**config.mk**
```make
export PLATFORM = sky130hd
export DESIGN_NAME = ir_timer_carrier_gen
export DESIGN_NICKNAME = d
export VERILOG_FILES = /design/src/rtl/carrier_gen.v /design/src/rtl/ir_timer_carrier_gen.v /design/src/rtl/osc_divider.v
export VERILOG_INCLUDE_DIRS = /design/src /design/src/rtl
export SDC_FILE = /design/constraint.sdc
export NUM_CORES = 1
export LEC_CHECK = 0
export ABC_CLOCK_PERIOD_IN_PS = 5000
export BUFFER_PORTS_ARGS = -buffer_cell sky130_fd_sc_hd__buf_2
export CORE_UTILIZATION = 39
export DETAILED_ROUTE_END_ITERATION = 12
export HOLD_SLACK_MARGIN = 0.02
export PLACE_DENSITY = 0.61
export SLEW_MARGIN = 40
export SYNTH_ARGS = -nofsm -noshare
export SYNTH_HDL_FRONTEND = slang
export SYNTH_HIERARCHICAL = 1
export SYNTH_SLANG_ARGS = --single-unit
export TNS_END_PERCENT = 10
```
**constraint.sdc**
```tcl
create_clock -name clock -period 5 [get_ports clock]
set_clock_uncertainty 0.05 [all_clocks]
set_input_delay 0.75 -clock clock [delete_from_list [all_inputs] [get_ports clock]]
set_output_delay 0.75 -clock clock [all_outputs]
set_load 0.01 [all_outputs]
```
**src/rtl/ir_timer_map.vh**
```
`ifndef IR_TIMER_MAP_VH
`define IR_TIMER_MAP_VH

// ****************************************************************
// Peripheral register addresses (data buffer access)
// ****************************************************************
`define PR_TIMER_COUNT_VALUE   8'h05
`define PR_TIMER_MATCH_LIMIT   8'h06
`define PR_CARRIER_HIGH_PERIOD 8'h07
`define PR_CARRIER_LOW_PERIOD  8'h08

// ****************************************************************
// Register file addresses and fields
// ****************************************************************
`define RF_TIMER_CONTROL       8'h33
`define RF_TIMER_FLAG          8'h3f
`define RF_CARRIER_CONTROL     8'h34
`define TC_ENABLE_BIT          3
`define TC_CLEAR_BIT           2
`define TC_SEL_HI_BIT          1
`define TC_SEL_LO_BIT          0
`define TF_MATCH_BIT           0
`define CC_ENABLE_BIT          0
`define CC_BUFFER_BIT          1
`define LOW_STEADY_BIT         7

// ****************************************************************
// Reset values
// ****************************************************************
`define RST_TIMER_COUNT        8'h00
`define RST_TIMER_LIMIT        8'hff
`define RST_TIMER_CONTROL      4'h8
`define RST_CARRIER_HIGH       8'h00
`define RST_CARRIER_LOW        8'h00

// ****************************************************************
// Clock source codes and divide ratios
// ****************************************************************
`define SEL_DIV32              2'h0
`define SEL_DIV64              2'h1
`define SEL_DIV256             2'h2
`define SEL_CARRIER            2'h3
`define DIV_WIDTH              8

`endif

```
**src/rtl/carrier_gen.v**
```verilog
`include "ir_timer_map.vh"

// ****************************************************************
// Carrier generator: 7-bit counter, high and low phase modulo
// ****************************************************************
module carrier_gen #(
	parameter CNT_W = 7
) (
	input  wire             clock,       // System clock
	input  wire             reset_n,     // Synchronous reset, active low
	input  wire             run,         // Generator may run
	input  wire             gen_tick,    // Carrier generation clock enable
	input  wire [CNT_W-1:0] high_period, // High phase value
	input  wire [CNT_W-1:0] low_period,  // Low phase value
	output reg              carrier_ff,  // Carrier level
	output wire             fall         // Pulse when carrier goes low
);
	reg  [CNT_W-1:0] cnt_ff;
	wire [CNT_W-1:0] limit = carrier_ff ? high_period : low_period;
	wire             last  = (cnt_ff == limit);

	// Phase lasts value plus one generation clock
	always @(posedge clock) begin
		if (!reset_n || !run) begin
			cnt_ff     <= {CNT_W{1'b0}};
			carrier_ff <= 1'b0;
		end else if (gen_tick) begin
			if (last) begin
				cnt_ff     <= {CNT_W{1'b0}};
				carrier_ff <= ~carrier_ff;
			end else begin
				cnt_ff <= cnt_ff + {{(CNT_W-1){1'b0}}, 1'b1};
			end
		end
	end

	assign fall = run && gen_tick && last && carrier_ff;
endmodule // carrier_gen

```
**src/rtl/ir_timer_carrier_gen.v**
```verilog
// Operation
// - Count equals limit sets match flag
// - Count readable only, limit write only
// - Select fx/32, fx/64, fx/256 or carrier
// - Clear strobe resets count and flag
// - Enable bit halts or runs counting
// - Control nibble: enable, clear, select bits
// - Zero limit never raises match flag
// - Seven-bit counter with high/low values
// - Generation clock fx/2 or fx, build option
// - Both carrier period registers read back
// - Low register bit 7 forces steady high
// - Enable one gives carrier, zero low
// - Timer event copies buffer into enable
// - Update waits while carrier output high
// - Generator stops unless output enabled or timer uses it
// - Each phase lasts value plus one
// - First pulse shortened or delayed
`include "ir_timer_map.vh"

module ir_timer_carrier_gen #(
	parameter GEN_UNDIVIDED = 0 // 0: fx/2, 1: fx
) (
	input  wire       clock,           // System oscillator clock
	input  wire       reset_n,         // Synchronous reset, active low
	input  wire [7:0] periph_addr,     // Peripheral register address
	input  wire       periph_put,      // Write data buffer to register
	input  wire       periph_get,      // Read register into data buffer
	input  wire [7:0] data_transfer_buffer, // Data buffer write value
	output reg  [7:0] periph_rdata_ff, // Data buffer read value
	input  wire [7:0] rf_addr,         // Register file address
	input  wire       rf_write,        // Register file write strobe
	input  wire [3:0] rf_wdata,        // Register file write nibble
	output reg  [3:0] rf_rdata_ff,     // Register file read nibble
	input  wire       flag_clear,      // Software clears match flag
	output wire       timer_match_flag, // Timer match flag level
	output reg        remote_output_pin // Remote carrier output
);
	// ****************************************************************
	// Registers
	// ****************************************************************
	reg  [7:0] timer_count_value_ff;
	reg  [7:0] timer_match_limit_ff;
	reg        timer_count_enable_ff;
	reg        timer_clk_sel_hi_ff;
	reg        timer_clk_sel_lo_ff;
	reg        match_flag_ff;
	reg        wrap_ff;
	reg  [7:0] carrier_high_period_ff;
	reg  [7:0] carrier_low_period_ff;
	reg        carrier_enable_ff;
	reg        carrier_enable_buffer_ff;
	reg        pending_ff;
	reg        pending_val_ff;

	wire       tick_2;
	wire       tick_32;
	wire       tick_64;
	wire       tick_256;
	wire       carrier;
	wire       carrier_fall;

	function is_rf;
		input [7:0] a;
		input [7:0] r;
		begin
			is_rf = rf_write && (a == r);
		end
	endfunction

	wire ctl_wr   = is_rf(rf_addr, `RF_TIMER_CONTROL);
	wire flag_wr  = is_rf(rf_addr, `RF_TIMER_FLAG);
	wire cc_wr    = is_rf(rf_addr, `RF_CARRIER_CONTROL);
	wire clr_req  = ctl_wr && rf_wdata[`TC_CLEAR_BIT];

	// ****************************************************************
	// Clock dividers
	// ****************************************************************
	osc_divider osc_divider_i (
		.clock    (clock),
		.reset_n  (reset_n),
		.tick_2   (tick_2),
		.tick_32  (tick_32),
		.tick_64  (tick_64),
		.tick_256 (tick_256)
	);

	// ****************************************************************
	// Carrier generator
	// ****************************************************************
	wire [1:0] sel      = {timer_clk_sel_hi_ff, timer_clk_sel_lo_ff};
	wire       on_carr  = (sel == `SEL_CARRIER);
	wire       gen_run  = carrier_enable_ff || on_carr;
	wire       gen_tick = (GEN_UNDIVIDED != 0) ? 1'b1 : tick_2;

	carrier_gen #(
		.CNT_W (7)
	) carrier_gen_i (
		.clock       (clock),
		.reset_n     (reset_n),
		.run         (gen_run),
		.gen_tick    (gen_tick),
		.high_period (carrier_high_period_ff[6:0]),
		.low_period  (carrier_low_period_ff[6:0]),
		.carrier_ff  (carrier),
		.fall        (carrier_fall)
	);

	// ****************************************************************
	// Timer count clock select
	// ****************************************************************
	reg count_tick;

	// Carrier fall is the count clock when the carrier is selected
	always @* begin
		case (sel)
		`SEL_DIV32:   count_tick = tick_32;
		`SEL_DIV64:   count_tick = tick_64;
		`SEL_DIV256:  count_tick = tick_256;
		default:      count_tick = carrier_fall;
		endcase
	end

	// ****************************************************************
	// 8-bit timer
	// ****************************************************************
	// Zero limit is never matched, so the flag never rises
	wire match_now = (timer_count_value_ff == timer_match_limit_ff) &&
	                 (timer_match_limit_ff != 8'h00);
	// Wrap guard: a count resting at the limit raises one event only
	wire timer_evt = match_now && !wrap_ff && timer_count_enable_ff && !clr_req;

	localparam [3:0] CTL_RESET = `RST_TIMER_CONTROL;

	reg  [7:0] nxt_count;
	reg        nxt_wrap;
	reg        nxt_flag;

	// Count, wrap guard and match flag next values
	always @* begin
		nxt_count = timer_count_value_ff;
		nxt_wrap  = wrap_ff;
		if (clr_req) begin
			nxt_count = `RST_TIMER_COUNT;
			nxt_wrap  = 1'b0;
		end else if (timer_count_enable_ff && count_tick) begin
			nxt_wrap = 1'b0;
			if (match_now)
				nxt_count = 8'h00;
			else
				nxt_count = timer_count_value_ff + 8'h01;
		end else if (timer_evt) begin
			nxt_wrap = 1'b1;
		end
		// Set wins over flag_clear and a flag register write; the clear strobe blocks the set
		nxt_flag = match_flag_ff;
		if (timer_evt)
			nxt_flag = 1'b1;
		else if (clr_req || flag_clear || (flag_wr && !rf_wdata[`TF_MATCH_BIT]))
			nxt_flag = 1'b0;
	end

	always @(posedge clock) begin
		if (!reset_n) begin
			timer_count_value_ff  <= `RST_TIMER_COUNT;
			wrap_ff               <= 1'b0;
			timer_count_enable_ff <= CTL_RESET[`TC_ENABLE_BIT];
			timer_clk_sel_hi_ff   <= CTL_RESET[`TC_SEL_HI_BIT];
			timer_clk_sel_lo_ff   <= CTL_RESET[`TC_SEL_LO_BIT];
			match_flag_ff         <= 1'b0;
		end else begin
			if (ctl_wr) begin
				timer_count_enable_ff <= rf_wdata[`TC_ENABLE_BIT];
				timer_clk_sel_hi_ff   <= rf_wdata[`TC_SEL_HI_BIT];
				timer_clk_sel_lo_ff   <= rf_wdata[`TC_SEL_LO_BIT];
			end
			timer_count_value_ff <= nxt_count;
			wrap_ff              <= nxt_wrap;
			match_flag_ff        <= nxt_flag;
		end
	end

	assign timer_match_flag = match_flag_ff;

	// ****************************************************************
	// Peripheral registers over the data buffer
	// ****************************************************************
	always @(posedge clock) begin
		if (!reset_n) begin
			timer_match_limit_ff   <= `RST_TIMER_LIMIT;
			carrier_high_period_ff <= `RST_CARRIER_HIGH;
			carrier_low_period_ff  <= `RST_CARRIER_LOW;
			periph_rdata_ff        <= 8'h00;
		end else begin
			// Count register writes fall through the default and are lost
			if (periph_put) begin
				case (periph_addr)
				`PR_TIMER_MATCH_LIMIT:   timer_match_limit_ff   <= data_transfer_buffer;
				`PR_CARRIER_HIGH_PERIOD: carrier_high_period_ff <= data_transfer_buffer;
				`PR_CARRIER_LOW_PERIOD:  carrier_low_period_ff  <= data_transfer_buffer;
				default: ;
				endcase
			end
			// Limit and unmapped reads return zero
			if (periph_get) begin
				case (periph_addr)
				`PR_TIMER_COUNT_VALUE:   periph_rdata_ff <= timer_count_value_ff;
				`PR_CARRIER_HIGH_PERIOD: periph_rdata_ff <= carrier_high_period_ff;
				`PR_CARRIER_LOW_PERIOD:  periph_rdata_ff <= carrier_low_period_ff;
				default:                 periph_rdata_ff <= 8'h00;
				endcase
			end
		end
	end

	// ****************************************************************
	// Output enable, buffer bit and deferred update
	// ****************************************************************
	wire hold_hi = carrier_enable_ff && carrier;

	reg  nxt_enable;
	reg  nxt_pending;
	reg  nxt_pending_val;

	// A timer event while the enabled carrier is high waits for the carrier low phase
	always @* begin
		nxt_enable      = carrier_enable_ff;
		nxt_pending     = pending_ff;
		nxt_pending_val = pending_val_ff;
		if (cc_wr) begin
			nxt_enable  = rf_wdata[`CC_ENABLE_BIT];
			nxt_pending = 1'b0;
		end else if (timer_evt) begin
			if (hold_hi) begin
				nxt_pending     = 1'b1;
				nxt_pending_val = carrier_enable_buffer_ff;
			end else begin
				nxt_enable  = carrier_enable_buffer_ff;
				nxt_pending = 1'b0;
			end
		end else if (pending_ff && !carrier) begin
			nxt_enable  = pending_val_ff;
			nxt_pending = 1'b0;
		end
	end

	always @(posedge clock) begin
		if (!reset_n) begin
			carrier_enable_ff        <= 1'b0;
			carrier_enable_buffer_ff <= 1'b0;
			pending_ff               <= 1'b0;
			pending_val_ff           <= 1'b0;
		end else begin
			if (cc_wr)
				carrier_enable_buffer_ff <= rf_wdata[`CC_BUFFER_BIT];
			carrier_enable_ff <= nxt_enable;
			pending_ff        <= nxt_pending;
			pending_val_ff    <= nxt_pending_val;
		end
	end

	// ****************************************************************
	// Remote output pin
	// ****************************************************************
	// Pin follows the carrier one clock late, from a flip-flop
	reg nxt_pin;

	always @* begin
		if (!carrier_enable_ff)
			nxt_pin = 1'b0;
		else if (carrier_low_period_ff[`LOW_STEADY_BIT])
			nxt_pin = 1'b1;
		else
			nxt_pin = carrier;
	end

	always @(posedge clock) begin
		if (!reset_n)
			remote_output_pin <= 1'b0;
		else
			remote_output_pin <= nxt_pin;
	end

	// ****************************************************************
	// Register file read
	// ****************************************************************
	reg  [3:0] nxt_rf_rdata;

	// Read data follow the address one clock later
	always @* begin
		case (rf_addr)
		`RF_TIMER_CONTROL:   nxt_rf_rdata = {timer_count_enable_ff, 1'b0,
		                                     timer_clk_sel_hi_ff, timer_clk_sel_lo_ff};
		`RF_TIMER_FLAG:      nxt_rf_rdata = {3'h0, match_flag_ff};
		`RF_CARRIER_CONTROL: nxt_rf_rdata = {2'h0, carrier_enable_buffer_ff,
		                                     carrier_enable_ff};
		default:             nxt_rf_rdata = 4'h0;
		endcase
	end

	always @(posedge clock) begin
		if (!reset_n)
			rf_rdata_ff <= 4'h0;
		else
			rf_rdata_ff <= nxt_rf_rdata;
	end
endmodule // ir_timer_carrier_gen

```
**src/rtl/osc_divider.v**
```verilog
`include "ir_timer_map.vh"

// ****************************************************************
// Free running divider: one-cycle ticks at fx/2, fx/32, fx/64, fx/256
// ****************************************************************
module osc_divider (
	input  wire       clock,    // System oscillator clock
	input  wire       reset_n,  // Synchronous reset, active low
	output wire       tick_2,   // Pulse every 2 clocks
	output wire       tick_32,  // Pulse every 32 clocks
	output wire       tick_64,  // Pulse every 64 clocks
	output wire       tick_256  // Pulse every 256 clocks
);
	reg  [`DIV_WIDTH-1:0] div_ff;

	always @(posedge clock) begin
		if (!reset_n)
			div_ff <= {`DIV_WIDTH{1'b0}};
		else
			div_ff <= div_ff + 8'h01;
	end

	assign tick_2   = div_ff[0];
	assign tick_32  = (div_ff[4:0] == 5'h1f);
	assign tick_64  = (div_ff[5:0] == 6'h3f);
	assign tick_256 = (div_ff == 8'hff);
endmodule // osc_divider
```
==> results_dict.tcl <==
set metrics [dict create \
    cts_repair_resize_count 0 \
    finalCritPeriodShare 0.544 \
    ctsHtreeMaxLevel 3 \
    first_global_vias 2587 \
    drive_gt1_frac 0.176 \
    power_per_cell_area_nw_per_um2 291 \
    ir_drop_worst_vdd_uv 115 \
    gpl.final_weighted_congestion 0.778 \
    synth.largest_area_cell "sky130_fd_sc_hd__dfxtp_1" \
    timing.slew.headroom 0.484 \
    worstHoldPathType "flip-flop to flip-flop" \
    arrival_ns 2.89 \
    hold_violations 0 \
    postSynthCellCount 382 \
    cts.hold.buffers_added 0 \
    core_area_um2 8300 \
    grt-busiest-layer "met2" \
    grt_first_pass_wirelength_mm 12.4 \
    globalRouteMet3Util 0.0346 \
    ctsLongestPathBuffers 2 \
    worst-endpoint-required_ns 5.17 \
    cellLeakagePower_uw 0.00144 \
    initial_antenna_violation_count 0 \
    initial_utilization 0.406 \
    detail_route.first_pass.iterations 5 \
    postCtsSetupRepairBufs 0 \
    dp_hpwl_mm 5.57 \
    synthDistinctLibCells 58 \
    vert_die_dim_um 94.9 \
    insertion_delay_ns 0.35 \
    clock.fmax_ghz 0.368 \
    portBuffers 46 \
    clock_tree.root_cell "sky130_fd_sc_hd__clkbuf_8" \
    tns_ns 0 \
    report.final.setup_viol 0 \
    synthDominantCellAreaShare 0.410 \
    netlist_top_cells_area "sky130_fd_sc_hd__dfxtp_1, sky130_fd_sc_hd__nand2_1, sky130_fd_sc_hd__mux2i_1" \
    yosys_register_bits 69 \
    most_frequent_standard_cell_in_the_layout_excluding_fill_and_tap_cells "sky130_fd_sc_hd__dfxtp_1" \
    outcome "finished clean" \
    die_width_um 94.9 \
    worst_setup_path_end_kind "flip-flop" \
    mean_area_per_synthesized_cell_um2 8.81 \
    max_cap_violations 0 \
    dominantRegCellSynth "sky130_fd_sc_hd__dfxtp_1" \
    maximum_number_of_pins_on_one_net_before_global_route_repair 35 \
    antenna-diode-count 0 \
    layout-area-overhead-vs-synth_pct 14.9 \
    grt_overflow_total 0 \
    detail-route-antenna-nets 0 \
    detail_route.wl_per_cell_um 14.5 \
    timing.final.crit_period_ns 2.72 \
    boundaryPins 48 \
    grt.met2_usage 0.291 \
    std_cell_rows 33 \
    clkSlewWorstSetupHoldPaths_ns 0.07 \
    synth_fp_nets 420 \
    synth_async_sr_flop_share 0 \
    critical_path.startpoint_type "flip-flop" \
    totalWireLength_mm 7.69 \
    seq_area_frac_synth 0.410 \
    layout.nets 459 \
    die-area_um2 9010 \
    crit_path_max_fanout 15 \
    grt_setup_unrepaired "false" \
    clock_sinks 69 \
    count_of_flip_flops_with_a_built_in_enable_after_synthesis 0 \
    final_cell_mix "sky130_fd_sc_hd__dfxtp_1, sky130_fd_sc_hd__nand2_1, sky130_fd_sc_hd__buf_2" \
    worst_path_class_setup "flip-flop to flip-flop" \
    cts_tree "built" \
    route.detailed.vias_per_inst 5.44 \
    grt_usage 0.181 \
    slew_violations 0 \
    drc_errors 0 \
    use_met1 0.237 \
    tightest_slew_ns 0.773 \
    via_count 2886 \
    iteration_0_drc_markers 212 \
    numCtsBuffers 9 \
    post_synth_instance_area_um2 3370 \
    yosysWarningCount 6 \
    layout.filler_cells 778 \
    timing.hold.ws_ns 0.417 \
]
[registers in the layout, summed over array words and instances, names as in the netlist]
| signal | count |
|---|---|
| timer_clk_sel_lo_ff | 1 |
| pending_val_ff | 1 |
| pending_ff | 1 |
| osc_divider_i/div_ff | 8 |
| timer_count_value_ff | 8 |
| carrier_low_period_ff | 8 |
| periph_rdata_ff | 8 |
| remote_output_pin | 1 |
| rf_rdata_ff | 3 |
| carrier_gen_i/carrier_ff | 1 |
| carrier_enable_ff | 1 |
| timer_clk_sel_hi_ff | 1 |
| timer_match_flag | 1 |
| carrier_gen_i/cnt_ff | 7 |
| wrap_ff | 1 |
| carrier_high_period_ff | 8 |
| timer_count_enable_ff | 1 |
| timer_match_limit_ff | 8 |
| carrier_enable_buffer_ff | 1 |
[worst paths after layout]
path,startpoint,endpoint,slack [ns],cells past startpoint
worst max-delay path,carrier_gen_i/carrier_ff,timer_count_value_ff[4],2.28,8
worst min-delay path,carrier_high_period_ff[7],carrier_high_period_ff[7],0.42,2
worst max register to register,carrier_gen_i/carrier_ff,timer_count_value_ff[4],2.28,8
worst min register to register,carrier_high_period_ff[7],carrier_high_period_ff[7],0.42,2
[synth_stat cells (all sizes together) (2+ instances only)]
master  instances
o22ai           8
nand4           7
nor3            8
inv            14
o21ai           3
and4            2
clkbuf         10
ha              4
mux2i          19
a31oi           2
nor2           21
or4             2
buf             8
xor2           22
xnor2           6
and2           15
and3            5
nor3b           3
nand4b          2
a21oi          29
a21boi          2
o211ai          2
nand2          51
a21o            2
nor4            4
nand3          30
dfxtp          69
nand2b          3
a222oi          8
or3             4
[power breakdown]
group	total (uW)	internal (uW)	leakage [uW]	switching, uW
combinational	45.0	17.3	0.000766	27.7
sequential	555	551	0.000557	3.22
clock	525	309	0.000116	216
total	1120	878	0.00144	247
[worst max-delay path, stage by stage (launching register included)]
cell	delay, ns
sky130_fd_sc_hd__dfxtp_1	0.71
sky130_fd_sc_hd__mux2i_1	0.31
sky130_fd_sc_hd__xor2_1	0.18
sky130_fd_sc_hd__nand4_1	0.19
sky130_fd_sc_hd__nor3_1	0.21
sky130_fd_sc_hd__mux4_2	0.28
sky130_fd_sc_hd__nand2_1	0.13
sky130_fd_sc_hd__o211ai_1	0.43
sky130_fd_sc_hd__nor2_1	0.10
[per-layer routing]
metal  wire, um  vias up
met2       3460       95
met5          0        -
met1       3670     1339
met4        151        0
met3        407       15
li1           -     1437
[through the flow]
step	std cells	setup WS [ns]	total power [uW]	utilization	instance area (um2)
global placement	515	2.31	612	0.438	3640
finish	531	2.28	1120	0.466	3870
detailed placement	515	2.26	613	0.438	3640
CTS	531	2.25	1130	0.466	3870
floorplan	382	2.74	589	-	3370
global route	531	1.90	1160	0.466	3870
[cell families (layout without fill, tap and decap cells)]
kind of cell / after synthesis / in the layout / synth area share
and+or+nand+nor: 162 / 162 / 0.260
DFF: 69 / 69 / 0.410
AOI/OAI and AO/OA: 66 / 66 / 0.132
buffers and inverters: 32 / 76 / 0.0427
xor gates and xnor gates: 28 / 28 / 0.0751
muxes: 20 / 20 / 0.0632
adders and majority gates: 4 / 4 / 0.0149
other: 1 / 1 / 0.00111
[layout make-up]
| cell class | instances | area (um2) | area share |
|---|---|---|---|
| multi-input cells | 281 | 1840 | 0.476 |
| flip-flops and latches | 69 | 1380 | 0.357 |
| repair buffers | 46 | 230 | 0.0595 |
| clock buffers | 11 | 151 | 0.0391 |
| well taps | 105 | 131 | 0.0339 |
| clock inverters | 5 | 81.3 | 0.0210 |
| inverters | 14 | 52.6 | 0.0136 |
(Power assumes the default switching activity.)
